**config.mk**
```make
export PLATFORM = sky130hd
export DESIGN_NAME = mmp_regs
export DESIGN_NICKNAME = d
export VERILOG_FILES = /design/src/shared/mmp_pkg.sv /design/src/mmp_regs.sv
export VERILOG_INCLUDE_DIRS = /design/src /design/src/shared
export SDC_FILE = /design/constraint.sdc
export NUM_CORES = 1
export LEC_CHECK = 0
export BUFFER_PORTS_ARGS = -buffer_cell sky130_fd_sc_hd__buf_2
export CORE_AREA = 2 2 77 79
export CTS_CLUSTER_DIAMETER = 60
export CTS_CLUSTER_SIZE = 30
export DETAILED_ROUTE_END_ITERATION = 8
export DIE_AREA = 0 0 79 81
export GPL_TIMING_DRIVEN = 0
export HOLD_SLACK_MARGIN = 0.1
export PLACE_DENSITY = 0.86
export REMOVE_ABC_BUFFERS = 1
export SLEW_MARGIN = 20
export SYNTH_ARGS = -nofsm -noshare
export SYNTH_HDL_FRONTEND = slang
export SYNTH_SLANG_ARGS = --single-unit
```
**constraint.sdc**
```tcl
create_clock -name pclk -period 2 [get_ports pclk]
set_input_delay 0.1 -clock pclk [delete_from_list [all_inputs] [get_ports pclk]]
set_output_delay 0.1 -clock pclk [all_outputs]
set_load 0.02 [all_outputs]
```
**src/shared/mmp_defines.svh**
```systemverilog
// Purpose: offsets, masks, reset values and field positions of the
//          memory map placement registers
// Assumes: 32-bit apb data, 12-bit byte address
// Notes:   definitions only
`ifndef MMP_DEFINES_SVH
`define MMP_DEFINES_SVH

// ----------------------------------------------------------------------
// register byte offsets
// ----------------------------------------------------------------------
`define MMP_OFF_RAM      12'h000
`define MMP_OFF_IO       12'h004
`define MMP_OFF_NVM      12'h008
`define MMP_OFF_MISC     12'h00C

// ----------------------------------------------------------------------
// implemented bit masks
// ----------------------------------------------------------------------
`define MMP_MSK_RAM      8'hF9
`define MMP_MSK_IO       8'h78
`define MMP_MSK_NVM      8'hF9
`define MMP_MSK_MISC     8'h0F
`define MMP_MSK_NVM_POS  8'hF8

// ----------------------------------------------------------------------
// reset values
// ----------------------------------------------------------------------
`define MMP_RST_RAM      8'h09
`define MMP_RST_IO       8'h00
`define MMP_RST_NVM      8'h00
`define MMP_RST_MISC     8'h0C

// ----------------------------------------------------------------------
// field positions
// ----------------------------------------------------------------------
`define MMP_BASE_HI      7
`define MMP_BASE_LO      3
`define MMP_IO_HI        6
`define MMP_BIT_ALIGN    0
`define MMP_BIT_NVM_EN   0
`define MMP_BIT_FLASH_EN 0
`define MMP_BIT_HIGH     1
`define MMP_STR_HI       3
`define MMP_STR_LO       2

`endif

```
**src/shared/mmp_pkg.sv**
```systemverilog
// Purpose: types of the memory map placement block
// Assumes: mmp_defines.svh holds all numbers
// Notes:   state is one packed struct
package mmp_pkg;

  typedef enum logic [2:0] {
    MD_NORM_SINGLE,
    MD_NORM_EXP,
    MD_EMUL,
    MD_PERIPH,
    MD_SPEC_SINGLE,
    MD_SPEC_TEST
  } mmp_mode_t;

  typedef struct packed {
    logic [4:0] ram_base_bits;
    logic       ram_top_align;
    logic [4:0] io_block_base_bits;
    logic [4:0] nvm_base_bits;
    logic       nvm_window_enable;
    logic [1:0] external_wait_extend;
    logic       flash_high_half_only;
    logic       flash_map_enable;
  } mmp_map_t;

  typedef struct packed {
    logic [7:0]  ram;
    logic [7:0]  io;
    logic [7:0]  nvm;
    logic [7:0]  misc;
    logic        ram_once;
    logic        io_once;
    logic        nvm_once;
    logic        misc_once;
    logic        init;
    mmp_map_t    map;
    logic [31:0] rdata;
    logic        err;
  } mmp_state_t;

endpackage : mmp_pkg

```
**src/mmp_regs.sv**
```systemverilog
// Purpose: apb register bank placing ram, io block and nvm in the map
// Assumes: mode comes from core logic on pclk, no sync needed
// Notes:   map outputs follow register writes one cycle late
//
// Operation
// RULE1 - ram position written once unless special
// RULE2 - mapping changes one cycle after write
// RULE3 - ram bits 7:3 give address 15:11
// RULE4 - align bit picks bottom or top
// RULE5 - io position written once unless special
// RULE6 - io bit 7 zero, base below 0x8000
// RULE7 - io block on any 2K boundary
// RULE8 - nvm enable free, position per option
// RULE9 - nvm bits 7:3 give address 15:11
// RULE10 - nvm enable hides or shows nvm
// RULE11 - stretch code adds 0 to 3 clocks
// RULE12 - stretch ignored in single, peripheral modes
// RULE13 - high half bit blocks low flash
// RULE14 - flash enable removes or includes flash
// RULE15 - misc fields written once unless special
// RULE16 - misc reset values depend on mode
// RULE17 - io position resets to zero
// RULE18 - ram position resets to 0x09
// RULE19 - unimplemented bits read zero
//
// Local design decisions: the placing of the registers and the APB interface to the registers.
`timescale 1ns/100ps
`include "mmp_defines.svh"

module mmp_regs #(
  parameter bit FLASH_EN_EXP_RST = 1'b1,
  parameter bit NVM_POS_ONCE     = 1'b0
) (
  input  wire logic              pclk,
  input  wire logic              presetn,
  input  wire logic              psel,
  input  wire logic              penable,
  input  wire logic              pwrite,
  input  wire logic [11:0]       paddr,
  input  wire logic [31:0]       pwdata,
  output logic      [31:0]       prdata,
  output logic                   pready,
  output logic                   pslverr,
  input  wire mmp_pkg::mmp_mode_t mode,
  output mmp_pkg::mmp_map_t      map_o
);

  // --------------------------------------------------------------------
  // decode
  // --------------------------------------------------------------------
  mmp_pkg::mmp_state_t st_q;
  mmp_pkg::mmp_state_t st_d;

  logic       special;
  logic       single_like;
  logic       setup;
  logic       wr;
  logic       hit_ram;
  logic       hit_io;
  logic       hit_nvm;
  logic       hit_misc;
  logic       hit;
  logic       acc_ram;
  logic       acc_io;
  logic       acc_nvm_pos;
  logic       acc_nvm_en;
  logic       acc_misc;
  logic [7:0] rd_byte;
  logic [7:0] wbyte;

  assign special     = (mode == mmp_pkg::MD_SPEC_SINGLE) ||
                       (mode == mmp_pkg::MD_SPEC_TEST);
  assign single_like = (mode == mmp_pkg::MD_NORM_SINGLE) ||
                       (mode == mmp_pkg::MD_SPEC_SINGLE) ||
                       (mode == mmp_pkg::MD_PERIPH);

  assign setup    = psel && !penable;
  assign wr       = psel && penable && pwrite;
  assign wbyte    = pwdata[7:0];
  assign hit_ram  = (paddr == `MMP_OFF_RAM);
  assign hit_io   = (paddr == `MMP_OFF_IO);
  assign hit_nvm  = (paddr == `MMP_OFF_NVM);
  assign hit_misc = (paddr == `MMP_OFF_MISC);
  assign hit      = hit_ram || hit_io || hit_nvm || hit_misc;

  // RULE1 once per normal boot
  assign acc_ram     = wr && hit_ram && (special || !st_q.ram_once);
  // RULE5 once per normal boot
  assign acc_io      = wr && hit_io && (special || !st_q.io_once);
  // RULE8 position lock optional
  assign acc_nvm_pos = wr && hit_nvm &&
                       (special || !NVM_POS_ONCE || !st_q.nvm_once);
  // RULE8 enable always writable
  assign acc_nvm_en  = wr && hit_nvm;
  // RULE15 misc fields locked together
  assign acc_misc    = wr && hit_misc && (special || !st_q.misc_once);

  // --------------------------------------------------------------------
  // read mux
  // --------------------------------------------------------------------
  always_comb
  begin
    rd_byte = 8'h00;
    case (1'b1)
      hit_ram:  rd_byte = st_q.ram;
      hit_io:   rd_byte = st_q.io;
      hit_nvm:  rd_byte = st_q.nvm;
      hit_misc: rd_byte = st_q.misc;
      default:  rd_byte = 8'h00;
    endcase
  end

  // --------------------------------------------------------------------
  // next state
  // --------------------------------------------------------------------
  always_comb
  begin
    st_d = st_q;

    // strap-like mode caught on the first edge after reset release
    if (!st_q.init)
    begin
      st_d.init = 1'b1;
      // RULE16 flash enable per mode
      case (mode)
        mmp_pkg::MD_SPEC_TEST:
          st_d.misc[`MMP_BIT_FLASH_EN] = 1'b0;
        mmp_pkg::MD_NORM_EXP,
        mmp_pkg::MD_EMUL:
          st_d.misc[`MMP_BIT_FLASH_EN] = FLASH_EN_EXP_RST;
        default:
          st_d.misc[`MMP_BIT_FLASH_EN] = 1'b1;
      endcase
    end

    // RULE19 only implemented bits stored
    if (acc_ram)
    begin
      st_d.ram = wbyte & `MMP_MSK_RAM;
    end
    if (wr && hit_ram && !special)
    begin
      st_d.ram_once = 1'b1;
    end

    // RULE6 bit 7 always zero
    if (acc_io)
    begin
      st_d.io = wbyte & `MMP_MSK_IO;
    end
    if (wr && hit_io && !special)
    begin
      st_d.io_once = 1'b1;
    end

    if (acc_nvm_pos)
    begin
      st_d.nvm = (st_q.nvm & ~`MMP_MSK_NVM_POS) |
                 (wbyte & `MMP_MSK_NVM_POS);
    end
    if (acc_nvm_en)
    begin
      st_d.nvm[`MMP_BIT_NVM_EN] = wbyte[`MMP_BIT_NVM_EN];
    end
    if (wr && hit_nvm && !special)
    begin
      st_d.nvm_once = 1'b1;
    end

    if (acc_misc)
    begin
      st_d.misc = wbyte & `MMP_MSK_MISC;
    end
    if (wr && hit_misc && !special)
    begin
      st_d.misc_once = 1'b1;
    end

    // RULE2 map follows stored value
    // RULE3 ram base bits
    st_d.map.ram_base_bits =
      st_q.ram[`MMP_BASE_HI:`MMP_BASE_LO];
    // RULE4 top or bottom align
    st_d.map.ram_top_align = st_q.ram[`MMP_BIT_ALIGN];
    // RULE7 2K granularity, low 32K only
    st_d.map.io_block_base_bits =
      {1'b0, st_q.io[`MMP_IO_HI:`MMP_BASE_LO]};
    // RULE9 nvm base bits
    st_d.map.nvm_base_bits =
      st_q.nvm[`MMP_BASE_HI:`MMP_BASE_LO];
    // RULE10 nvm shown only when enabled
    st_d.map.nvm_window_enable = st_q.nvm[`MMP_BIT_NVM_EN];
    // RULE11 stretch code passes on
    // RULE12 no stretch without external bus
    st_d.map.external_wait_extend = single_like ? 2'h0 :
      st_q.misc[`MMP_STR_HI:`MMP_STR_LO];
    // RULE13 low half blocking
    st_d.map.flash_high_half_only = st_q.misc[`MMP_BIT_HIGH];
    // RULE14 flash in or out of map
    st_d.map.flash_map_enable = st_q.misc[`MMP_BIT_FLASH_EN];

    // read data latched in setup, so it stands through access
    if (setup)
    begin
      st_d.rdata = {24'h000000, rd_byte};
      st_d.err   = !hit;
    end
  end

  // --------------------------------------------------------------------
  // state register
  // --------------------------------------------------------------------
  always_ff @(posedge pclk or negedge presetn)
  begin
    if (!presetn)
    begin
      // RULE18 ram reset value
      st_q.ram       <= `MMP_RST_RAM;
      // RULE17 io block at zero
      st_q.io        <= `MMP_RST_IO;
      st_q.nvm       <= `MMP_RST_NVM;
      // RULE16 stretch 3, high half off
      st_q.misc      <= `MMP_RST_MISC;
      st_q.ram_once  <= 1'b0;
      st_q.io_once   <= 1'b0;
      st_q.nvm_once  <= 1'b0;
      st_q.misc_once <= 1'b0;
      st_q.init      <= 1'b0;
      st_q.map       <= '0;
      st_q.rdata     <= 32'h00000000;
      st_q.err       <= 1'b0;
    end
    else
    begin
      st_q <= st_d;
    end
  end

  // --------------------------------------------------------------------
  // outputs
  // --------------------------------------------------------------------
  // zero wait states keeps the core bus timing simple
  assign pready  = 1'b1;
  assign prdata  = st_q.rdata;
  assign pslverr = psel && penable && st_q.err;
  assign map_o   = st_q.map;
endmodule : mmp_regs

```
# Yosys cells after proc, flatten, opt, wreduce, memory -nomap -nowiden
# Index checks and enable logic that the tools add are counted.
# word_totals
ff_bits,55
in_bits,52
elab_cells,68
# classes
n_eq_ne,7
n_mux,9
bitwise,1
reduce_logical,31
# ops
operator,n
$eq 12x4->1 const B,2
$mux 8,3
$logic_and 1x1->1,14
$eq 12x3->1 const B,1
$logic_not 12->1,1
$logic_or 1x1->1,9
$or 3x8->8,1
$eq 3x3->1 const B,2
$logic_not 1->1,6
$mux 1,4
$mux 4,1
$eq 3x2->1 const B,1
$logic_not 3->1,1
$mux 2,1
$ne 2x1->1 const B,1

# Logic depth before layout (Yosys ltp)
# depth
depth_word,5
mapped_depth,5

# Worst setup path after synthesis
# OpenSTA, ideal clock, no wires.
# synth_path
path_type,input to register
from,in paddr[7]
to,reg st_q (netlist bit st_d[37])
setup_ns,0.125
arrival_ns,1.275
required_ns,1.875
slack_ns,0.600
cell_stages,4
n_path_buf,0
cell_sequence,nor4_4 nand4_4 nor3b_4 mux2_2
# synth_between
elab_chain_len,2
# synth_rtl
element,line,rtl
"start, declared",mmp_regs.sv:39,"input wire logic [11:0] paddr,"
$eq 12x4->1 (no line),-,
$logic_and 1x1->1,-,
"end signal, assigned",mmp_regs.sv:235,st_q <= st_d;
"end, declared",mmp_regs.sv:51,mmp_pkg::mmp_state_t st_q;
# No other way between the ends.
# A chain may end at the register's enable or synchronous reset.

# Final worst setup path
# layout_path
from,in paddr[7]
to,reg st_q (netlist bit st_d[39])
# The elaborated chain is that of the path after synthesis.

==> results.py <==
metrics = {
    "power": {
        "comb_power_share_pct": 8.9,
        "switching_share_pct": 23.24,
        "clock_power_share_pct": 33.7,
        "cell_internal_pwr_mw": 1.442,
        "pwr_density_cell_mw_per_mm2": 679.9,
        "p_switching_mw": 0.4366,
        "p_total_mw": 1.878,
        "p_leak_nw": 1.475,
        "seq_power_share_pct": 57.4,
        "ir_drop_mv": 0.3020,
    },
    "clock_network": {
        "cts.sinks": 53,
        "post_cts_buffers": 0,
        "clkTransAtPathRegs_ns": 0.08,
        "cts_buffers": 5,
        "ctsLongestPathBuffers": 2,
        "root_buffer": "clkbuf_8",
        "cts_resized": 0,
        "cts_tree": "built",
        "cts_max_level": 2,
        "clk-insertion-delay-late_ns": 0.30,
    },
    "worst_setup_path": {
        "crit_chain": "buf_2 -> nor4_4 -> nand4_4 -> nor3b_4 -> mux2_2",
        "cp.buffers_inverters": 1,
        "crit_family": "simple AND/OR/NAND/NOR gates",
        "critPathCaptureType": "register",
        "cpPeakStageDelay_ns": 0.45,
        "critical_path_arrival_ns": 1.63,
        "critPathKind": "primary input to register",
        "crit_slowest_cell": "nor3b_4",
        "crit_path_start_kind": "primary input",
        "worst-path-max-fanout": 6,
        "required_ns": 2.19,
    },
    "cells_and_area": {
        "syn_to_final_growth_pct": 10.29,
        "fin_util_pct": 48.68,
        "nets": 291,
        "n_antenna_cell": 0,
        "nFillCells": 527,
        "drive_above_1_share_pct": 42.08,
    },
    "sta": {
        "rsz0062_at_grt": "no",
        "period_needed_ns": 1.442,
        "setup_viol": 0,
        "hold_violations": 0,
        "fmax_mhz": 693.4,
        "finalSetupTns_ns": 0,
        "relSlewSlack_pct": 50.87,
        "fin_skew_ns": 0.004806,
        "period_share_pct": 72.11,
        "worstMarginPinSlew_ns": 0.7370,
        "slew_violations": 0,
    },
    "synthesis": {
        "yosysTopAreaCellShare_pct": 48.95,
        "async_reset_ff_share_pct": 100.0,
        "avgSynthCellArea_um2": 12.59,
        "ys_types": 33,
        "yosys-top-cells-area": "dfrtp_1, buf_4, mux2_2",
        "synth-seq-cells": 53,
        "yosysMostFrequentCell": "buf_4",
        "synth_edf_count": 0,
        "synth_top_family_by_area": "buffers and inverters",
        "synthAdderAreaFrac_pct": 0,
        "syn_inst": 199,
        "synth_commonest_cells": "buf_4, dfrtp_1, mux2_2, nand2_1, nor2_1",
        "synthesis.area_mm2": 0.002505,
        "yosysSeqAreaShare_pct": 53.15,
        "synth.largest_area_cell": "dfrtp_1",
        "synth_ff_type": "dfrtp_1",
        "yosysWarnings": 0,
        "synth_xor_area_share_pct": 0,
        "synth_simple_gate_area_share_pct": 9.690,
        "synth_compound_area_share_pct": 6.144,
        "muxShareOfSynthArea_pct": 13.14,
    },
    "floorplan": {
        "pin_count": 107,
        "die-width_um": 79,
        "dieArea_mm2": 0.006399,
        "fp-row-count": 28,
        "core_mm2": 0.005675,
        "die_height_um": 81,
        "initial_utilization_pct": 44.14,
    },
    "drt": {
        "drc": 0,
        "firstDrtPassIters": 4,
        "vias": 1405,
        "drtIter0Drc": 75,
        "finalWirelength_um": 4235,
        "wire_per_inst_um": 13.44,
        "via_per_inst": 4.460,
        "ant_nets": 0,
    },
    "global_route": {
        "grt_max_degree": 30,
        "grt_pass1_vias": 1336,
        "grt_overflow": 0,
        "grt_pass1_wl_um": 6548,
        "antenna_found_initial": 0,
        "grt_usage_pct": 13.71,
    },
    "run_status": {
        "outcome": "completed",
    },
    "place": {
        "port_buffers": 56,
        "gp_congestion": 0.6761,
        "dp_hpwl_um": 3040,
    },
    "run": {
        "drv_cap": 0,
    },
    "worst_hold_path": {
        "min_path_type": "primary input to register",
    },
}
-- worst paths after layout --
check | start | cells past startpoint | end | slack [ns]
setup / recovery | paddr[7] | 5 | st_d[39]$_DFFE_PN0P_ | 0.56
hold / removal | mode[1] | 3 | map_o[3]$_DFF_PN0_ | 0.12
setup reg to reg | st_d[49]$_DFFE_PN1P_ | 3 | prdata[3]$_DFFE_PN0P_ | 0.56
hold reg to reg | st_d[44]$_DFFE_PN0P_ | 0 | map_o[11]$_DFF_PN0_ | 0.40
max in group asynchronous | presetn | 3 | st_d[49]$_DFFE_PN1P_ | 1.06
min in group asynchronous | presetn | 2 | st_q[57]$_DFFE_PN0P_ | 0.33
-- power groups by stage --
stage                     Sequential [mW]  Combinational (mW)  Clock [mW]
after detailed placement             1.10               0.155           0
after CTS                            1.08               0.169       0.656
after floorplan                      1.10              0.0750           0
after global routing                 1.08               0.186       0.710
after global placement               1.10               0.148           0
final                                1.08               0.168       0.633
-- placed cells by master (no fill, tap or decap), drive strengths merged --
cell type | netlist | layout
buf | 55 | 57
dfrtp | 49 | 49
conb | 2 | 27
mux2 | 22 | 22
nand2 | 10 | 10
nor2 | 9 | 9
dlygate4sd3 | 0 | 9
o31ai | 7 | 7
clkbuf | 3 | 7
inv | 5 | 5
mux2i | 4 | 4
a21oi | 4 | 4
dfstp | 4 | 4
nand2b | 3 | 3
and3 | 2 | 2
nor4 | 2 | 2
a211o | 2 | 2
nor2b | 2 | 2
nand3b | 2 | 2
o21ai | 1 | 1
nand4 | 1 | 1
nor3b | 1 | 1
nand3 | 1 | 1
or3 | 1 | 1
mux4 | 1 | 1
a22o | 1 | 1
or2 | 1 | 1
a22oi | 1 | 1
a21o | 1 | 1
a31o | 1 | 1
o41ai | 1 | 1
clkinv | 0 | 1
-- repair_timing --
item                                   CTS  global route
hold buffers                             9             0
setup endpoints to repair                0             0
endpoints found under the hold margin   41             0
-- cell families (layout without fill, tap and decap cells) --
kind of cell | Yosys count | in the layout
muxes | 27 | 27
and+or+nand+nor | 35 | 35
AOI/OAI and AO/OA | 19 | 19
other | 2 | 27
DFF | 53 | 53
buffers and inverters | 63 | 79
-- sequential cells by signal, summed over array words and instances (netlist names) --
signal,cells
st_d,18
st_q,7
map_o,20
prdata,8
-- stage by stage --
stage          setup WS, ns  hold slack, ns  cell area (µm²)  instances
2_1_floorplan        0.6000         -0.1956             2177        166
3_3_place_gp         0.2691          0.3322             2551        297
3_5_place_dp         0.2340          0.1294             2571        298
4_1_cts              0.5469          0.1200             2763        315
5_1_grt              0.4752          0.1434             2763        315
6_report             0.5578          0.1209             2763        315
-- metal layers --
layer  GRT usage, %  routed length (µm)  vias to the layer above
met5              0                   0                        -
met1          17.75                1868                      680
met3          5.333                 295                        7
met4          4.828                  66                        0
li1               -                   -                      668
met2          21.10                2005                       50
-- worst min-delay path, cell delays in order --
cell and delay [ns]:
buf_2 0.10, o21ai_0 0.09, nor2_1 0.09
-- cell type report --
class / instances / area (µm²) / share of cell area (%)
inverters: 5 / 18.77 / 0.6793
multi-input cells: 108 / 827.0 / 29.94
repair buffers: 66 / 390.4 / 14.13
well taps: 75 / 93.84 / 3.397
clock inverters: 1 / 5.005 / 0.1812
flip-flops and latches: 53 / 1331 / 48.19
clock buffers: 7 / 96.34 / 3.487
Power figures use the tool's default switching activity.
